==> src/ppd_regs.vh <==
// Purpose: Register map and field layout for the port configuration block
// Assumes: AXI4-Lite, 32-bit data, one register per aligned word
// Notes:   Some printed offsets are not multiples of four: byte address = 4 * index
`ifndef PPD_REGS_VH
`define PPD_REGS_VH

// ****************************************************************
// Register indices and byte addresses
// ****************************************************************
`define PPD_IDX_PE_DIR        12'h003
`define PPD_IDX_DRIVE         12'h00D
`define PPD_IDX_PA_IN         12'h120
`define PPD_IDX_PE_IN         12'h121
`define PPD_IDX_PULL          12'h004
`define PPD_AW                12
`define PPD_ADDR_LSB          2

// ****************************************************************
// Fields and reset values
// ****************************************************************
`define PPD_PE_DIR_MASK       8'h03
`define PPD_PULL_DBG_BIT      6
`define PPD_PULL_PE_BIT       1
`define PPD_PULL_MASK         8'h42
`define PPD_PULL_RESET        8'h42
`define PPD_DRV_PD_BIT        3
`define PPD_DRV_PC_BIT        2
`define PPD_DRV_MASK          8'h0C
`define PPD_DRV_RESET         8'h00
`define PPD_PE_DIR_RESET      8'h00
`define PPD_PE_DIR_W          2
`define PPD_PE_DIR_RST        2'h0
`define PPD_PULL_DBG_RST      1'b1
`define PPD_PULL_PE_RST       1'b1
`define PPD_DRV_RST           1'b0
`define PPD_PA_W              8
`define PPD_PE_W              2
`define PPD_RESP_OKAY         2'h0
`define PPD_RESP_SLVERR       2'h2

`endif

==> src/ppd_port_cfg.v <==
// Purpose: Port E direction, pull devices, drive strength and pin input registers
// Assumes: Pins synchronous-capable via two-stage synchroniser; AXI4-Lite slave
// Notes:   Unmapped addresses answer SLVERR and read zero
`timescale 1ns/100ps
`include "ppd_regs.vh"

module ppd_port_cfg
(
  // Clock and reset
  input  wire        i_clk,
  input  wire        i_resetn,
  // AXI4-Lite write address and data
  input  wire [31:0] i_awaddr,
  input  wire        i_awvalid,
  output wire        o_awready,
  input  wire [31:0] i_wdata,
  input  wire [3:0]  i_wstrb,
  input  wire        i_wvalid,
  output wire        o_wready,
  // AXI4-Lite write response
  output reg  [1:0]  o_bresp,
  output reg         o_bvalid,
  input  wire        i_bready,
  // AXI4-Lite read
  input  wire [31:0] i_araddr,
  input  wire        i_arvalid,
  output wire        o_arready,
  output reg  [31:0] o_rdata,
  output reg  [1:0]  o_rresp,
  output reg         o_rvalid,
  input  wire        i_rready,
  // Pins and oscillator
  input  wire [7:0]  i_port_a_pins,
  input  wire [1:0]  i_port_e_pins,
  input  wire [1:0]  i_port_e_gpio_out,
  input  wire        i_osc_enable,
  input  wire        i_debug_pin_drive,
  output wire [1:0]  o_port_e_oe,
  output wire [1:0]  o_port_e_to_osc,
  output wire [1:0]  o_port_e_pulldown,
  output wire        o_debug_pin_pullup,
  output wire        o_port_d_reduced_drive,
  output wire        o_die_link_clock_reduced
);

  // ****************************************************************
  // Configuration registers
  // ****************************************************************
  wire [`PPD_PE_DIR_W-1:0] port_e_direction;
  wire        debug_pin_pullup_enable;
  wire        port_e_pulldown_enable;
  wire        port_d_reduced_drive;
  wire        port_c_reduced_drive;

  // ****************************************************************
  // Pin synchronisers
  // ****************************************************************
  wire [`PPD_PA_W-1:0] pin_sync_a;
  wire [`PPD_PE_W-1:0] pin_sync_e;

  ppd_sync2 #(.WIDTH(`PPD_PA_W)) u_sync_a
  (
    .i_clk    (i_clk),
    .i_resetn (i_resetn),
    .i_async  (i_port_a_pins),
    .o_sync   (pin_sync_a)
  );

  ppd_sync2 #(.WIDTH(`PPD_PE_W)) u_sync_e
  (
    .i_clk    (i_clk),
    .i_resetn (i_resetn),
    .i_async  (i_port_e_pins),
    .o_sync   (pin_sync_e)
  );

  // ****************************************************************
  // Pin control outputs
  // ****************************************************************
  assign o_port_e_to_osc   = {2{i_osc_enable}};
  assign o_port_e_oe       = i_osc_enable ? 2'h0 : port_e_direction;
  assign o_port_e_pulldown = (i_osc_enable || !port_e_pulldown_enable) ? 2'h0 :
                             ~port_e_direction;
  assign o_debug_pin_pullup     = debug_pin_pullup_enable & ~i_debug_pin_drive;
  assign o_port_d_reduced_drive   = port_d_reduced_drive;
  assign o_die_link_clock_reduced = port_c_reduced_drive;

  // ****************************************************************
  // AXI4-Lite write channel
  // ****************************************************************
  reg         aw_held;
  reg         w_held;
  reg  [`PPD_AW-1:0] aw_idx;
  reg  [31:0] w_data;
  reg  [3:0]  w_strb;
  wire        aw_take = i_awvalid && o_awready;
  wire        w_take  = i_wvalid && o_wready;
  wire        do_write = aw_held && w_held && !o_bvalid;
  wire        wr_hit;

  assign o_awready = !aw_held && !o_bvalid;
  assign o_wready  = !w_held && !o_bvalid;
  assign wr_hit = (aw_idx == `PPD_IDX_PE_DIR) || (aw_idx == `PPD_IDX_PULL) ||
                  (aw_idx == `PPD_IDX_DRIVE)  || (aw_idx == `PPD_IDX_PA_IN) ||
                  (aw_idx == `PPD_IDX_PE_IN);

  // ****************************************************************
  // Configuration fields
  // ****************************************************************
  wire        sel_pe_dir = (aw_idx == `PPD_IDX_PE_DIR);
  wire        sel_pull   = (aw_idx == `PPD_IDX_PULL);
  wire        sel_drive  = (aw_idx == `PPD_IDX_DRIVE);
  // Input registers own no field, so writes to them fall away
  wire        reg_we     = do_write && w_strb[0];

  ppd_cfg_field #(.WIDTH(`PPD_PE_DIR_W), .RESET(`PPD_PE_DIR_RST)) u_pe_dir
  (
    .i_clk    (i_clk),
    .i_resetn (i_resetn),
    .i_we     (reg_we && sel_pe_dir),
    .i_d      (w_data[`PPD_PE_DIR_W-1:0]),
    .o_q      (port_e_direction)
  );

  ppd_cfg_field #(.WIDTH(1), .RESET(`PPD_PULL_DBG_RST)) u_dbg_pullup
  (
    .i_clk    (i_clk),
    .i_resetn (i_resetn),
    .i_we     (reg_we && sel_pull),
    .i_d      (w_data[`PPD_PULL_DBG_BIT]),
    .o_q      (debug_pin_pullup_enable)
  );

  ppd_cfg_field #(.WIDTH(1), .RESET(`PPD_PULL_PE_RST)) u_pe_pulldown
  (
    .i_clk    (i_clk),
    .i_resetn (i_resetn),
    .i_we     (reg_we && sel_pull),
    .i_d      (w_data[`PPD_PULL_PE_BIT]),
    .o_q      (port_e_pulldown_enable)
  );

  ppd_cfg_field #(.WIDTH(1), .RESET(`PPD_DRV_RST)) u_pd_drive
  (
    .i_clk    (i_clk),
    .i_resetn (i_resetn),
    .i_we     (reg_we && sel_drive),
    .i_d      (w_data[`PPD_DRV_PD_BIT]),
    .o_q      (port_d_reduced_drive)
  );

  ppd_cfg_field #(.WIDTH(1), .RESET(`PPD_DRV_RST)) u_pc_drive
  (
    .i_clk    (i_clk),
    .i_resetn (i_resetn),
    .i_we     (reg_we && sel_drive),
    .i_d      (w_data[`PPD_DRV_PC_BIT]),
    .o_q      (port_c_reduced_drive)
  );

  always @(posedge i_clk or negedge i_resetn)
    if (!i_resetn)
    begin
      aw_held  <= 1'b0;
      w_held   <= 1'b0;
      aw_idx   <= {`PPD_AW{1'b0}};
      w_data   <= 32'h00000000;
      w_strb   <= 4'h0;
      o_bvalid <= 1'b0;
      o_bresp  <= `PPD_RESP_OKAY;
    end
    else
    begin
      if (aw_take)
      begin
        aw_held <= 1'b1;
        aw_idx  <= i_awaddr[`PPD_AW+`PPD_ADDR_LSB-1:`PPD_ADDR_LSB];
      end
      if (w_take)
      begin
        w_held <= 1'b1;
        w_data <= i_wdata;
        w_strb <= i_wstrb;
      end
      if (do_write)
      begin
        aw_held  <= 1'b0;
        w_held   <= 1'b0;
        o_bvalid <= 1'b1;
        o_bresp  <= wr_hit ? `PPD_RESP_OKAY : `PPD_RESP_SLVERR;
      end
      else if (o_bvalid && i_bready)
        o_bvalid <= 1'b0;
    end

  // ****************************************************************
  // AXI4-Lite read channel
  // ****************************************************************
  reg  [31:0] next_rdata;
  reg  [1:0]  next_rresp;
  wire [`PPD_AW-1:0] ar_idx = i_araddr[`PPD_AW+`PPD_ADDR_LSB-1:`PPD_ADDR_LSB];

  assign o_arready = !o_rvalid;

  always @*
  begin
    next_rdata = 32'h00000000;
    next_rresp = `PPD_RESP_OKAY;
    case (ar_idx)
      `PPD_IDX_PE_DIR:
        next_rdata[`PPD_PE_DIR_W-1:0] = port_e_direction;
      `PPD_IDX_PULL:
      begin
        next_rdata[`PPD_PULL_DBG_BIT] = debug_pin_pullup_enable;
        next_rdata[`PPD_PULL_PE_BIT]  = port_e_pulldown_enable;
      end
      `PPD_IDX_DRIVE:
      begin
        next_rdata[`PPD_DRV_PD_BIT] = port_d_reduced_drive;
        next_rdata[`PPD_DRV_PC_BIT] = port_c_reduced_drive;
      end
      `PPD_IDX_PA_IN:
        next_rdata[`PPD_PA_W-1:0] = pin_sync_a;
      `PPD_IDX_PE_IN:
        next_rdata[`PPD_PE_W-1:0] = pin_sync_e;
      default:
        next_rresp = `PPD_RESP_SLVERR;
    endcase
  end

  always @(posedge i_clk or negedge i_resetn)
    if (!i_resetn)
    begin
      o_rvalid <= 1'b0;
      o_rdata  <= 32'h00000000;
      o_rresp  <= `PPD_RESP_OKAY;
    end
    else if (i_arvalid && o_arready)
    begin
      o_rvalid <= 1'b1;
      o_rdata  <= next_rdata;
      o_rresp  <= next_rresp;
    end
    else if (o_rvalid && i_rready)
      o_rvalid <= 1'b0;

endmodule

// ****************************************************************
// Two-stage synchroniser for pin levels
// ****************************************************************
module ppd_sync2
#(
  parameter WIDTH = 1
)
(
  // Clock and reset
  input  wire             i_clk,
  input  wire             i_resetn,
  // Levels
  input  wire [WIDTH-1:0] i_async,
  output reg  [WIDTH-1:0] o_sync
);

  reg  [WIDTH-1:0] meta;

  always @(posedge i_clk or negedge i_resetn)
    if (!i_resetn)
    begin
      meta   <= {WIDTH{1'b0}};
      o_sync <= {WIDTH{1'b0}};
    end
    else
    begin
      // Only the second stage is read outside
      meta   <= i_async;
      o_sync <= meta;
    end

endmodule

// ****************************************************************
// Writable configuration field with reset value
// ****************************************************************
module ppd_cfg_field
#(
  parameter             WIDTH = 1,
  parameter [WIDTH-1:0] RESET = {WIDTH{1'b0}}
)
(
  // Clock and reset
  input  wire             i_clk,
  input  wire             i_resetn,
  // Write port
  input  wire             i_we,
  input  wire [WIDTH-1:0] i_d,
  // Stored value
  output reg  [WIDTH-1:0] o_q
);

  always @(posedge i_clk or negedge i_resetn)
    if (!i_resetn)
      o_q <= RESET;
    else if (i_we)
      o_q <= i_d;

endmodule

==> config.mk <==
export PLATFORM = sky130hd
export DESIGN_NAME = ppd_port_cfg
export DESIGN_NICKNAME = d
export VERILOG_FILES = /design/src/ppd_port_cfg.v
export VERILOG_INCLUDE_DIRS = /design/src
export SDC_FILE = /design/constraint.sdc
export NUM_CORES = 1
export LEC_CHECK = 0
export ABC_AREA = 1
export CAP_MARGIN = 25
export CORE_UTILIZATION = 50
export CTS_CLUSTER_SIZE = 12
export DETAILED_ROUTE_END_ITERATION = 10
export DONT_BUFFER_PORTS = 1
export HOLD_SLACK_MARGIN = 0.1
export PLACE_DENSITY_LB_ADDON = 0.08
export RECOVER_POWER = 25
export SETUP_SLACK_MARGIN = 0.1
export SYNTH_ARGS = -nofsm -noshare
export SYNTH_HDL_FRONTEND = slang
export SYNTH_HIERARCHICAL = 1
export SYNTH_SLANG_ARGS = --single-unit
==> constraint.sdc <==
create_clock -name i_clk -period 1.5 [get_ports i_clk]
set_input_delay 0.3 -clock i_clk [delete_from_list [all_inputs] [get_ports i_clk]]
set_output_delay 0.3 -clock i_clk [all_outputs]
set_load 0.005 [all_outputs]
Word level (Yosys, flattened, before mapping)
Cells that the tools add are included.
Widths: inputs -> output; s select.
{"block": "totals", "register_bits": 62, "in_bits": 121, "output_inout_bits": 50}
{"block": "classes", "n_eq_ne": 10, "muxes": 18, "bitwise_logic": 3, "n_reduce_logical": 28}
{"cell": "$eq 12x9->1 const B", "n": 4}
{"cell": "$eq 12x2->1 const B", "n": 2}
{"cell": "$eq 12x3->1 const B", "n": 2}
{"cell": "$eq 12x4->1 const B", "n": 2}
{"cell": "$logic_and 1x1->1", "n": 13}
{"cell": "$mux 2", "n": 5}
{"cell": "$mux 1", "n": 9}
{"cell": "$reduce_bool 2->1", "n": 4}
{"cell": "$logic_not 1->1", "n": 5}
{"cell": "$logic_or 1x1->1", "n": 5}
{"cell": "$reduce_or 5->1", "n": 1}
{"cell": "$pmux 1 s4", "n": 1}
{"cell": "$pmux 2 s2", "n": 1}
{"cell": "$pmux 1 s3", "n": 1}
{"cell": "$not 2->2", "n": 1}
{"cell": "$pmux 1 s2", "n": 1}
{"cell": "$and 1x1->1", "n": 1}
{"cell": "$not 1->1", "n": 1}

Depth between registers and ports, before layout
{"block": "logic_depth", "word_depth": 6, "ltp_mapped": 9, "depth_no_buf": 9}

By module
Netlist, hierarchy kept.
{"mod": "ppd_port_cfg", "n_inst": 1, "cells_per_inst": 227, "area_per_inst_um2": 1880.6, "seq_area_each_um2": 800.8}
{"mod": "ppd_sync2 at u_sync_a", "n_inst": 1, "cells_per_inst": 16, "area_per_inst_um2": 400.4, "seq_area_each_um2": 400.4}
{"mod": "ppd_sync2 at u_sync_e", "n_inst": 1, "cells_per_inst": 4, "area_per_inst_um2": 100.1, "seq_area_each_um2": 100.1}
{"mod": "ppd_cfg_field at u_dbg_pullup ...", "n_inst": 2, "cells_per_inst": 5, "area_per_inst_um2": 41.3, "seq_area_each_um2": 26.3}
{"mod": "ppd_cfg_field at u_pc_drive ...", "n_inst": 2, "cells_per_inst": 5, "area_per_inst_um2": 40.0, "seq_area_each_um2": 25.0}
{"mod": "ppd_cfg_field at u_pe_dir", "n_inst": 1, "cells_per_inst": 9, "area_per_inst_um2": 76.3, "seq_area_each_um2": 50.0}

Worst setup path before layout
OpenSTA, ideal clock, no wires.
{"block": "synth_timing", "path_type": "reg-to-reg", "start": "register aw_idx[11]", "end": "register u_pc_drive.o_q", "setup_ns": 0.117, "t_arrival_ns": 1.118, "required_time_ns": 1.383, "slack_ns": 0.265, "stages_incl_launch_ff": 9, "n_path_buf": 0, "path_cell_list": "dfrtp_1 -> nor2_1 -> nand3_1 -> nor2_1 -> nand2_1 -> nor2_1 -> inv_1 -> nand2_1 -> nand2_1"}
{"block": "synth_via", "elab_chain_len": 2}
{"item": "from (decl)", "line_no": "ppd_port_cfg.v:93", "source": "reg [`PPD_AW-1:0] aw_idx;"}
{"item": "from (signal assigned)", "line_no": "ppd_port_cfg.v:166", "source": "aw_idx <= {`PPD_AW{1'b0}};"}
{"item": "from (signal assigned)", "line_no": "ppd_port_cfg.v:177", "source": "aw_idx <= i_awaddr[`PPD_AW+`PPD_ADDR_LSB-1:`PPD_ADDR_LSB];"}
{"item": "$eq 12x4->1 (no line)"}
{"item": "$logic_and 1x1->1", "line_no": "ppd_port_cfg.v:156", "source": ".i_we (reg_we && sel_drive),"}
{"item": "to (signal assigned)", "line_no": "ppd_port_cfg.v:305", "source": "o_q <= i_d;"}
{"item": "to (decl)", "line_no": "ppd_port_cfg.v:298", "source": "output reg [WIDTH-1:0] o_q"}
No other way between the ends.
A chain may end at the register's enable or synchronous reset.

Final worst setup path
{"block": "layout_timing", "start": "register u_pe_pulldown.o_q", "end": "output o_port_e_pulldown[1]"}
{"block": "layout_via", "elab_chain_len": 3}
{"item": "from (decl)", "line_no": "ppd_port_cfg.v:298"}
{"item": "from (signal assigned)", "line_no": "ppd_port_cfg.v:305"}
{"item": "$logic_not 1->1", "line_no": "ppd_port_cfg.v:82", "source": "assign o_port_e_pulldown = (i_osc_enable || !port_e_pulldown_enable) ? 2'h0 :"}
{"item": "$logic_or 1x1->1", "line_no": "ppd_port_cfg.v:82"}
{"item": "$mux 2", "line_no": "ppd_port_cfg.v:82"}
{"item": "to (decl)", "line_no": "ppd_port_cfg.v:40", "source": "output wire [1:0] o_port_e_pulldown,"}
No other way between the ends.

==> metrics.cfg <==
[outcome]
outcome = complete, but fails checks
violations = hold timing

[final_layout]
stdcell_count = 374
drive_above_1_share_pct = 21.8
nets = 423
antenna_cells = 0
post-route-util_pct = 62.3
area_growth_pct = 16.1
fillers = 413

[setup_path]
startpoint_type = flip-flop
cp.arrival_ps = 1090
critical_path_peak_fanout = 2
critPathRequiredTime_ps = 1200
r2r_slack_ps = 200
end_kind = output pin
critPathKind = reg -> out

[clock_network]
cts.reportedPaths.clkPinSlew_ps = 70
clkLatencyLatePin_ps = 330
cts-root-buf = clkbuf_8
cts.sinks = 58
hold_buffers = 12
cts_tree = yes
htreeDepth = 3
clockBufferDepth = 2
cts-buffers-inserted = 9

[routing]
drt-total-wl_um = 4690
avgRoutedWirePerCell_um = 12.6
via_per_inst = 4.76
drt-pass1-iter-count = 4
first_iter_violations = 82
post-route-drc-count = 0
ant_nets = 0
vias = 1779

[pwr]
p_comb_share_pct = 20.9
powerDensity_nw_per_um2 = 1550
internal_power_w = 0.00339
switching_share_pct = 28.0
clockPowerShare_pct = 33.4
seq_power_share_pct = 45.7
leakage_nw = 1.45
p_switching_w = 0.00132
irDropWorstVdd_mv = 1.28

[yosys]
seq_area_frac_synth_pct = 55.5
synth_edf_count = 0
synthTopCellsByArea = dfrtp_1 53%, buf_4 8.3%, nand2_1 7.3%
async_flop_share_pct = 100
synth-seq-cells = 58
synth_area_leader_cell = dfrtp_1
netlist.area_leader.share_pct = 53.5
ys.flop_type = dfrtp_1
yosys-top-cells-count = 56 x dfrtp_1, 51 x nand2_1, 35 x nor2_1, 29 x buf_4, 27 x inv_1
synth_area_um2 = 2620
synth_cell_type_count = 25
yosysMostFrequentCell = dfrtp_1
synthCells = 276
syn_area_per_cell_um2 = 9.49
yosys_warnings = 6

[floorplanning]
dieHeight_um = 74.4
rows = 25
io_pins = 171
dieArea_um2 = 5530
start_util_pct = 53.7
die_w_um = 74.4
core_um2 = 4880

[sta]
fin_worst_skew_ps = 8.45
setup_ws_ps = 113
fmax_mhz = 721
setup-violations-final = 0
finalHoldViolCount = 58
period_share_pct = 92.4
fin_crit_ps = 1390
finalSetupTns_ps = 0
slew_viol_final = 0
rsz0062_at_grt = true
hold_ws_ps = -335

[placement]
dp.cells = 342
port-buffer-count = 0
gp_congestion = 0.754
dp_hpwl_um = 3250
preCtsSetupSlack_ps = 75.8

[job]
maxCapViolations = 0

[global_route]
antenna_found_initial = 0
overflow = 0
grt_pass1_vias = 1531
grt_pass1_wl_um = 6970
gr-usage-all-layers_pct = 17.5
grt_max_degree = 59

[min_path]
hold_path_class = in -> async

cell families after synthesis:
| logic type | share of synthesized area (%) |
|---|---|
| other cells | 0.143 |
| flops | 55.5 |
| compound gates | 3.20 |
| buf+inv | 12.8 |
| mux | 6.02 |
| simple gates | 22.3 |
power groups by stage:
stage	Clock, W	Combinational (W)	Sequential (W)
final	0.00157	0.000981	0.00215
after global routing	0.00165	0.00109	0.00220
after CTS	0.00160	0.000914	0.00214
after detailed placement	0	0.000885	0.00216
after global placement	0	0.000857	0.00215
after floorplan	0	0.000762	0.00210
path summary, 6_finish.rpt:
kind | startpoint | endpoint | cells after the start
min in group i_clk | i_awaddr[13] | aw_idx[11] | 1
max in group asynchronous | i_resetn | u_dbg_pullup/o_q | 0
min | i_resetn | aw_idx[4] | 0
min reg2reg | u_sync_a/meta[1] | u_sync_a/o_sync[1] | 0
max | u_pe_pulldown/o_q | o_port_e_pulldown[1] | 2
max reg2reg | aw_idx[3] | u_pe_dir/o_q[0] | 8
stage by stage:
step,total power [W],instance area [um^2]
2_1_floorplan,0.00287,2710
3_3_place_gp,0.00301,2600
3_5_place_dp,0.00304,2600
4_1_cts,0.00465,2960
5_1_grt,0.00495,3040
6_report,0.00471,3040
final cells by class:
cell class | instances | area (um^2) | area share, %
flip-flops and latches | 58 | 1450 | 47.8
clock inverters | 5 | 77.6 | 2.55
multi-input cells | 185 | 992 | 32.6
clock buffers | 11 | 141 | 4.65
repair buffers | 21 | 188 | 6.17
well taps | 67 | 83.8 | 2.76
inverters | 27 | 105 | 3.46
routing by layer:
metal / vias to the layer above / track usage, % / part of all wire [%]
met1: 810 / 22.7 / 45
met3: 9 / 5.83 / 6.9
li1: 874 / - / -
met5: - / 0 / 0
met4: 0 / 8.81 / 2.0
met2: 86 / 26.3 / 46
cell usage in the layout, fill, tap and decap left out, drive strengths merged:
master,n
a21oi,7
a31oi,3
and3,1
buf,9
bufinv,2
clkbuf,11
clkinv,2
clkinvlp,2
conb,26
dfrtp,56
dfstp,2
dlygate4sd3,12
inv,26
mux2,12
nand2,56
nand3,21
nand4,6
nor2,40
nor3,6
o21ai,6
or2,1
sequential cells by signal (all words and copies together), names as in the netlist, 2 cells and up:
register,count
u_sync_a/o_sync,8
o_rdata,8
u_sync_e/meta,2
aw_idx,12
u_sync_a/meta,8
u_pe_dir/o_q,2
w_data,5
u_sync_e/o_sync,2
repair_timing:
action / CTS / global route
hold endpoints to repair: 70 / 58
gates resized for setup: 5 / 15
setup buffers: 0 / 4
setup endpoints to repair: 7 / 9
pin swaps: 0 / 8
worst max-delay path, stage by stage (launching register included):
cell,delay [ps]
dfstp_2,540
inv_2,50
nor3_4,170
Power figures use the tool's default switching activity.
